$ cat src/verilog/fwd_ctrl_consts.vh
// Offsets, masks, reset values and timing for the forwarding control bank.
// Included by the bank module; holds definitions only.
`ifndef FWD_CTRL_CONSTS_VH
`define FWD_CTRL_CONSTS_VH

// Byte addresses (word aligned)
`define OFS_PORT_STATUS   8'h88
`define OFS_SOC_PORT      8'h8c
`define OFS_PORT_CTL0     8'h90
`define OFS_PORT_CTL1     8'h94
`define OFS_PORT_CTL2     8'h98
`define OFS_GLOBAL        8'h9c

// Writable bits; all others are reserved or read-only
`define MSK_SOC_PORT      32'h03ff_ff7f
`define MSK_PORT_CTL0     32'hffff_7fff
`define MSK_PORT_CTL1     32'h3fff_7f7f
`define MSK_PORT_CTL2     32'h63ff_ff7f
`define MSK_GLOBAL        32'h7fef_ffff

// Reset values
`define RST_SOC_PORT      32'h027f_7f7f
`define RST_PORT_CTL0     32'h3f80_7f7f
`define RST_PORT_CTL1     32'h0000_0000
`define RST_PORT_CTL2     32'h0000_7f00
`define RST_GLOBAL        32'h6008_a041

// Field positions
`define B_P6_TXC_MISS     9
`define B_P5_TXC_MISS     8
`define B_CRC_PAD         25
`define B_UC_POLICY       15
`define B_MC_POLICY       7
`define B_P6_DIS          29
`define B_P5_DIS          28
`define B_P6_TXC_WATCH    30
`define B_P5_TXC_WATCH    29
`define B_LISTENER        25
`define B_STRIP_SEL       15
`define B_BACKOFF         30
`define B_LEN_CHECK       29

// Processor port select codes
`define PSEL_P6           2'b00
`define PSEL_P0           2'b01
`define PSEL_P4           2'b10
`define PSEL_P5           2'b11

// Back-pressure style codes
`define BP_OFF            2'b00

// Blink periods in ms and clock rate in kHz
`define CLK_KHZ           250000
`define BLINK_MS_0        30
`define BLINK_MS_1        60
`define BLINK_MS_2        240
`define BLINK_MS_3        480

`endif
$ cat src/verilog/fwd_ctrl_bank.v
// Port and forwarding control register bank of a seven-port switch.
// Assumes a classic Wishbone master on clk_i and status inputs
// synchronous to clk_i from the forwarding engine and port MACs.
`timescale 1ns/1ps
`include "fwd_ctrl_consts.vh"

module fwd_ctrl_bank #(
	parameter [26:0] BLINK_CYC_0 = `BLINK_MS_0 * `CLK_KHZ,
	parameter [26:0] BLINK_CYC_1 = `BLINK_MS_1 * `CLK_KHZ,
	parameter [26:0] BLINK_CYC_2 = `BLINK_MS_2 * `CLK_KHZ,
	parameter [26:0] BLINK_CYC_3 = `BLINK_MS_3 * `CLK_KHZ
) (
	// Clock and reset
	input  wire        clk_i,
	input  wire        rst_i,
	// Wishbone slave
	input  wire        cyc_i,
	input  wire        stb_i,
	input  wire        we_i,
	input  wire [7:0]  adr_i,
	input  wire [3:0]  sel_i,
	input  wire [31:0] dat_i,
	output wire [31:0] dat_o,
	output wire        ack_o,
	// Port status from MACs and forwarding engine
	input  wire [1:0]  tx_clock_seen_i,
	input  wire [6:0]  illegal_src_i,
	input  wire [6:0]  fcbp_on_i,
	input  wire [6:0]  autoneg_pause_i,
	// Processor port
	output wire [6:0]  proc_port_o,
	output wire        egress_crc_append_o,
	output wire [6:0]  bcast_to_proc_block_o,
	output wire [6:0]  mcast_to_proc_block_o,
	output wire [6:0]  unknown_ucast_to_proc_block_o,
	output wire [6:0]  resv_mcast_to_proc_block_o,
	output wire [6:0]  ip_mcast_to_proc_block_o,
	// Per-port control
	output wire [6:0]  port_off_o,
	output wire [6:0]  ucast_both_thr_o,
	output wire [6:0]  mcast_both_thr_o,
	output wire [6:0]  pause_on_o,
	output wire [6:0]  backpressure_on_o,
	output wire [6:0]  blocking_o,
	output wire [6:0]  learn_off_mask_o,
	output wire [6:0]  source_lock_mask_o,
	output wire [6:0]  ucast_pause_ignore_o,
	output wire [6:0]  tag_strip_o,
	output wire        vlan_table_tag_strip_sel_o,
	output wire [6:0]  port_age_out_mask_o,
	// Global forwarding and MAC control
	output wire        listener_msgs_proc_only_o,
	output wire [1:0]  v6_unknown_group_action_o,
	output wire [1:0]  v4_unknown_group_action_o,
	output wire [1:0]  resv_group_action_o,
	output wire [1:0]  backpressure_style_o,
	output wire        collision_backoff_select_o,
	output wire        encap_length_check_o,
	output wire        lamp_blink_o
);

	reg  [31:0] soc_q;
	reg  [31:0] ctl0_q;
	reg  [31:0] ctl1_q;
	reg  [31:0] ctl2_q;
	reg  [31:0] glb_q;
	reg  [6:0]  illegal_source_flags_q;
	reg  [31:0] dat_q;
	reg         ack_q;
	reg  [6:0]  proc_port_q;
	reg  [6:0]  port_off_q;
	reg  [6:0]  uc_thr_q;
	reg  [6:0]  mc_thr_q;
	reg  [6:0]  pause_q;
	reg  [6:0]  bp_q;
	reg  [26:0] blink_cnt_q;
	reg         blink_q;
	reg  [31:0] rd_d;
	reg  [26:0] blink_lim;
	wire [31:0] byte_msk;
	wire        req;
	wire        wr;
	wire        rd_status;
	wire        p6_tx_clock_missing;
	wire        p5_tx_clock_missing;
	wire [1:0]  psel;
	wire [1:0]  bp_style;

	assign byte_msk = {{8{sel_i[3]}}, {8{sel_i[2]}},
		{8{sel_i[1]}}, {8{sel_i[0]}}};
	assign req = cyc_i & stb_i & ~ack_q;
	assign wr = req & we_i;
	assign rd_status = req & ~we_i & (adr_i == `OFS_PORT_STATUS);
	assign p6_tx_clock_missing = ~tx_clock_seen_i[1];
	assign p5_tx_clock_missing = ~tx_clock_seen_i[0];
	assign psel = soc_q[24:23];
	assign bp_style = glb_q[19:18];

	// Bus handshake: ack one cycle after request, then drops
	always @(posedge clk_i) begin
		if (rst_i) begin
			ack_q <= 1'b0;
			dat_q <= 32'h0000_0000;
		end else begin
			ack_q <= req;
			if (req & ~we_i)
				dat_q <= rd_d;
		end
	end

	// Read mux; unmapped and reserved bits read zero
	always @* begin
		case (adr_i)
		`OFS_PORT_STATUS: rd_d = {22'h00_0000,
			p6_tx_clock_missing, p5_tx_clock_missing,
			1'b0, illegal_source_flags_q};
		`OFS_SOC_PORT:    rd_d = soc_q & `MSK_SOC_PORT;
		`OFS_PORT_CTL0:   rd_d = ctl0_q & `MSK_PORT_CTL0;
		`OFS_PORT_CTL1:   rd_d = ctl1_q & `MSK_PORT_CTL1;
		`OFS_PORT_CTL2:   rd_d = ctl2_q & `MSK_PORT_CTL2;
		`OFS_GLOBAL:      rd_d = glb_q & `MSK_GLOBAL;
		default:          rd_d = 32'h0000_0000;
		endcase
	end

	// Register writes honour byte lanes and writable masks
	always @(posedge clk_i) begin
		if (rst_i) begin
			soc_q  <= `RST_SOC_PORT;
			ctl0_q <= `RST_PORT_CTL0;
			ctl1_q <= `RST_PORT_CTL1;
			ctl2_q <= `RST_PORT_CTL2;
			glb_q  <= `RST_GLOBAL;
		end else if (wr) begin
			case (adr_i)
			`OFS_SOC_PORT: soc_q <= (soc_q & ~(`MSK_SOC_PORT & byte_msk))
				| (dat_i & `MSK_SOC_PORT & byte_msk);
			`OFS_PORT_CTL0: ctl0_q <= (ctl0_q & ~(`MSK_PORT_CTL0 & byte_msk))
				| (dat_i & `MSK_PORT_CTL0 & byte_msk);
			`OFS_PORT_CTL1: ctl1_q <= (ctl1_q & ~(`MSK_PORT_CTL1 & byte_msk))
				| (dat_i & `MSK_PORT_CTL1 & byte_msk);
			`OFS_PORT_CTL2: ctl2_q <= (ctl2_q & ~(`MSK_PORT_CTL2 & byte_msk))
				| (dat_i & `MSK_PORT_CTL2 & byte_msk);
			`OFS_GLOBAL: glb_q <= (glb_q & ~(`MSK_GLOBAL & byte_msk))
				| (dat_i & `MSK_GLOBAL & byte_msk);
			default: ;
			endcase
		end
	end

	// Per-port sticky flags and policy outputs
	genvar i;
	generate
		for (i = 0; i < 7; i = i + 1) begin : g_port
			wire hit;
			assign hit = illegal_src_i[i] & ctl1_q[i];
			always @(posedge clk_i) begin
				if (rst_i) begin
					illegal_source_flags_q[i] <= 1'b0;
					uc_thr_q[i] <= 1'b0;
					mc_thr_q[i] <= 1'b0;
					pause_q[i]  <= 1'b0;
					bp_q[i]     <= 1'b0;
				end else begin
					// Set beats the read clear
					if (hit)
						illegal_source_flags_q[i] <= 1'b1;
					else if (rd_status)
						illegal_source_flags_q[i] <= 1'b0;
					uc_thr_q[i] <= soc_q[`B_UC_POLICY] ?
						fcbp_on_i[i] : |fcbp_on_i;
					mc_thr_q[i] <= ctl0_q[`B_MC_POLICY] ?
						fcbp_on_i[i] : |fcbp_on_i;
					pause_q[i] <= ctl0_q[8 + i] & autoneg_pause_i[i];
					bp_q[i] <= ctl0_q[i] & (bp_style != `BP_OFF);
				end
			end
		end
	endgenerate

	// Processor port decode and effective port disables
	always @(posedge clk_i) begin
		if (rst_i) begin
			proc_port_q <= 7'h40;
			port_off_q  <= 7'h7f;
		end else begin
			case (psel)
			`PSEL_P6: proc_port_q <= 7'h40;
			`PSEL_P0: proc_port_q <= 7'h01;
			`PSEL_P4: proc_port_q <= 7'h10;
			`PSEL_P5: proc_port_q <= 7'h20;
			default:  proc_port_q <= 7'h40;
			endcase
			port_off_q[4:0] <= ctl0_q[27:23];
			port_off_q[5] <= ctl0_q[`B_P5_DIS] | (ctl2_q[`B_P5_TXC_WATCH]
				& p5_tx_clock_missing);
			port_off_q[6] <= ctl0_q[`B_P6_DIS] | (ctl2_q[`B_P6_TXC_WATCH]
				& p6_tx_clock_missing);
		end
	end

	// Blink period select
	always @* begin
		case (glb_q[24:23])
		2'b00:   blink_lim = BLINK_CYC_0;
		2'b01:   blink_lim = BLINK_CYC_1;
		2'b10:   blink_lim = BLINK_CYC_2;
		2'b11:   blink_lim = BLINK_CYC_3;
		default: blink_lim = BLINK_CYC_0;
		endcase
	end

	// Lamp toggles once per period
	always @(posedge clk_i) begin
		if (rst_i) begin
			blink_cnt_q <= 27'h000_0000;
			blink_q     <= 1'b0;
		end else if (blink_cnt_q >= blink_lim - 27'h000_0001) begin
			blink_cnt_q <= 27'h000_0000;
			blink_q     <= ~blink_q;
		end else begin
			blink_cnt_q <= blink_cnt_q + 27'h000_0001;
		end
	end

	assign dat_o = dat_q;
	assign ack_o = ack_q;
	assign proc_port_o = proc_port_q;
	assign egress_crc_append_o = soc_q[`B_CRC_PAD];
	assign bcast_to_proc_block_o = soc_q[22:16];
	assign mcast_to_proc_block_o = soc_q[14:8];
	assign unknown_ucast_to_proc_block_o = soc_q[6:0];
	assign resv_mcast_to_proc_block_o = ctl0_q[22:16];
	assign ip_mcast_to_proc_block_o = ctl1_q[29:23];
	assign port_off_o = port_off_q;
	assign ucast_both_thr_o = uc_thr_q;
	assign mcast_both_thr_o = mc_thr_q;
	assign pause_on_o = pause_q;
	assign backpressure_on_o = bp_q;
	assign blocking_o = ctl1_q[22:16];
	assign learn_off_mask_o = ctl1_q[14:8];
	assign source_lock_mask_o = ctl1_q[6:0];
	assign ucast_pause_ignore_o = ctl2_q[22:16];
	assign tag_strip_o = ctl2_q[6:0];
	assign vlan_table_tag_strip_sel_o = ctl2_q[`B_STRIP_SEL];
	assign port_age_out_mask_o = ctl2_q[14:8];
	assign listener_msgs_proc_only_o = ctl2_q[`B_LISTENER];
	assign v6_unknown_group_action_o = ctl2_q[24:23];
	assign v4_unknown_group_action_o = glb_q[28:27];
	assign resv_group_action_o = glb_q[26:25];
	assign backpressure_style_o = bp_style;
	assign collision_backoff_select_o = glb_q[`B_BACKOFF];
	assign encap_length_check_o = glb_q[`B_LEN_CHECK];
	assign lamp_blink_o = blink_q;

endmodule // fwd_ctrl_bank

$ cat config.mk
export PLATFORM = sky130hd
export DESIGN_NAME = fwd_ctrl_bank
export DESIGN_NICKNAME = d
export VERILOG_FILES = /design/src/verilog/fwd_ctrl_bank.v
export VERILOG_INCLUDE_DIRS = /design/src /design/src/verilog
export SDC_FILE = /design/constraint.sdc
export NUM_CORES = 1
export LEC_CHECK = 0
export BUFFER_PORTS_ARGS = -buffer_cell sky130_fd_sc_hd__buf_2
export CORE_MARGIN = 3
export CORE_UTILIZATION = 59
export CTS_CLUSTER_DIAMETER = 40
export DETAILED_ROUTE_END_ITERATION = 16
export PLACE_DENSITY = 0.86
export RECOVER_POWER = 25
export SLEW_MARGIN = 20
export SYNTH_ARGS = -nofsm -noshare
export SYNTH_HDL_FRONTEND = slang
export SYNTH_SLANG_ARGS = --single-unit
export TNS_END_PERCENT = 10
$ cat constraint.sdc
create_clock -name clk_i -period 7.3 [get_ports clk_i]
set_input_delay 0.73 -clock clk_i [delete_from_list [all_inputs] [get_ports clk_i]]
set_output_delay 0.73 -clock clk_i [all_outputs]
set_load 0.005 [all_outputs]
==> impl_results.md <==
- Worst hold path depth: 2
- Post-CTS Hold Buffers: 0
- RePlAce Congestion: 0.912
- Startpoint Class: input port
- Failing checks: capacitance limit, slew limit
- Largest net degree at the start of global routing: 74
- Filler instances: 1381
- Crit end category: flop
- Status: finished with violations
- Synth unique cells: 55
- Post-cts gate resize count: 0
- DR WL/cell: 19.1 µm
- Max stage delay on crit path: 1.95 ns
- Pwr Total: 0.00320 W
- Mapped Cells: 1247
- Hold Violations, Final: 0
- Final Skew: 0.00912 ns
- Top Ports: 238
- Dpl hpwl: 21.5 mm
- Unrepaired setup endpoints after global routing: false
- Top cells by area, synth: dfxtp_1 45%, nand2_1 6.5%, a21oi_1 4.7%
- Hold EP: pause_on_o[6]
- Final period utilization: 0.633
- Clk root buf: clkbuf_16
- Maximum net fanout on the critical path: 60
- Compound-Gate Fraction of Synth Area: 0.168
- CTS tree: done
- Tmin final: 4.62 ns
- Final WL: 31.7 mm
- FF-to-FF setup slack: 3.51 ns
- Xor/xnor share of the synthesized area: 0.0200
- Actual slew at the worst max-slew pin: 2.59 ns
- Tot GR Track Use: 0.301
- DP Area: 0.0117 mm²
- Die Span Y: 142 µm
- Cell class contributing the biggest share of worst-path delay: buffers and inverters
- Syn_area_per_cell: 8.76 µm²
- GRT overflow: 0
- TritonCTS Buffers: 34
- Hold Crit Class: flop to flop
- Async set or reset register ratio after synthesis: 0
- Critical path class: input port to flop
- Largest family of logic cells by synthesized area: simple AND/OR/NAND/NOR gates
- FF-to-FF End: blink_cnt_q[15]
- Post-CTS Setup Bufs: 0
- Initial antenna violation count: 3
- Slew headroom: -0.725
- WP data arrival: 4.98 ns
- Drt initial violations: 884
- Core area: 0.0181 mm²
- Maxcap violations: 2
- Later-pin clock latency in the skew report: 0.50 ns
- Layout cells sized above 1: 0.203
- CP max stage cell: clkbuf_1
- Seq/Total Area, Yosys: 0.455
- Most frequent cells in the layout: 248 x dfxtp_1, 190 x nand2_1, 189 x buf_2
- EDFF count, synth: 0
- First-pass GRT wire length: 49.1 mm
- Row count: 49
- Fin area: 0.0129 mm²
- Max Clk Rate: 0.217 GHz
- Peak supply drop: 0.190 mV
- Clk sinks: 248
- Starting Density: 0.604
- Required time of the critical path: 7.66 ns
- Ys Warns: 0
- Area grow syn2layout: 17.7%
- Routed via count: 9854
- Via density: 5.95
- Post-Synth Simple-Gate Area: 0.198
- TNS Setup: 0 ns
- Post-synth top area share: 0.455
- Chip width: 142 µm
- Leakage: 5.05 nW
- H-tree Lvls: 2
- CP most frequent cell: clkbuf_1
- Final setup fails: 0
- DRT Pass-1 Iters: 5
- Antenna-violating nets left: 0
- Most common cell after layout, fill and taps aside: dfxtp_1
- DIE AREA: 0.0202 mm²
- Main synth FF type: dfxtp_1
- CTS Buffer Depth: 3
- DRC: 0
- Worst r2r path cells: 13
- Clock Pin Slew Worst Setup and Hold Paths: 0.05 ns
- Area share of fa/ha/maj cells after synthesis: 0.0355
- Vias in the first global route: 9370
- Mux share of post-synthesis cell area: 0.0479
- Mapped Area: 0.0109 mm²
- Pwr/cell area: 249 mW/mm²
- Number of buffer and inverter stages on the critical path: 2
- Port buffer count: 234
- Nets: 1506
- Max Slew Vio Count: 121
- CP Cell Sequence: clkbuf_1 -> clkbuf_1 -> o21bai_1 -> a21oi_1
- Number of synthesized register bits: 248
- Synth area leader: dfxtp_1
## cell families after synthesis
logic type,Yosys count
DFF,248
other,1
and+or+nand+nor,451
buffers and inverters,150
muxes,38
AOI/OAI and AO/OA,303
adders and majority gates,31
xor gates and xnor gates,25
## metrics by stage
| stage | std cells | utilization | hold slack (ns) | setup WS [ns] |
|---|---|---|---|---|
| global route | 1656 | 0.711 | 0.455 | 2.46 |
| floorplan | 1250 | - | 0.420 | 4.37 |
| CTS | 1654 | 0.713 | 0.446 | 3.49 |
| finish | 1656 | 0.711 | 0.447 | 2.68 |
| global placement | 1595 | 0.648 | 0.435 | 3.66 |
| detailed placement | 1595 | 0.648 | 0.439 | 3.52 |
## worst reg2reg max path, cell delays in order, from the launching register on
cell and delay (ns):
dfxtp_1 0.50, inv_1 0.19, ha_1 0.27, nor2_1 0.39
nand2_1 0.10, nand2_1 0.09, a211oi_1 0.08, ha_1 0.34
nand4_1 0.12, nor4_1 0.37, o21ai_1 0.12, o2111ai_1 0.17
or3_1 0.75, nor2_1 0.13
## cells in the mapped netlist (3+ instances only)
cell type and number:
or2_2 5, a211o_1 28, nand2_1 190, nor2_1 109, a211oi_1 6, a21oi_1 102, o21bai_1 3, and2_1 8
or3_1 5, o21ai_0 90, dfxtp_1 248, nand3_1 16, xor2_1 3, a22o_1 6, and3b_1 3, nor2b_1 29
xnor2_1 22, mux4_2 11, a22oi_1 34, nand4_1 10, nor3_2 3, nand2b_1 3, nor2_2 5, ha_1 31
buf_4 61, a221oi_1 7, nand3b_1 29, and3_1 3, clkbuf_1 45, mux2_2 4, o211ai_1 4, mux2i_1 23
nor3_1 16, buf_2 16, nor2_4 7, inv_1 26, o21ai_1 11, a221o_1 3
## power by group
| part | leakage (nW) | internal (W) | switching, W |
|---|---|---|---|
| combinational | 2.47 | 0.0000444 | 0.0000843 |
| sequential | 2.01 | 0.00137 | 0.00000586 |
| clock | 0.569 | 0.00109 | 0.000605 |
## how the worst max path moves through the flow
stage             start                  end  slack, ns  depth (start not counted)
4_1_cts            flop       blink_cnt_q[2]       3.49                         13
2_1_floorplan      flop      blink_cnt_q[18]       4.37                         15
3_3_place_gp   adr_i[0]                 flop       3.66                          7
5_1_grt           rst_i  ucast_both_thr_o[0]       2.46                          4
3_5_place_dp       flop      blink_cnt_q[11]       3.52                         13
6_report          rst_i  ucast_both_thr_o[0]       2.68                          4
## routing by layer
metal / vias up / share of wire / track usage
li1: 4577 / - / -
met1: 4648 / 0.39 / 0.377
met2: 506 / 0.47 / 0.487
met3: 119 / 0.091 / 0.0759
met4: 4 / 0.047 / 0.145
met5: - / 0.00073 / 0
## cell type report
class | count | area (µm²) | share of cell area
tap | 229 | 287 | 0.0223
timing repair buffer | 241 | 1170 | 0.0911
sequential | 248 | 4960 | 0.386
inverter | 26 | 97.6 | 0.00759
clock inverter | 13 | 188 | 0.0146
clock buffer | 46 | 987 | 0.0768
multi-input combinational | 852 | 5160 | 0.401
antenna | 1 | 2.50 | 0.000195
No activity file was read; power rests on OpenSTA's default activity.
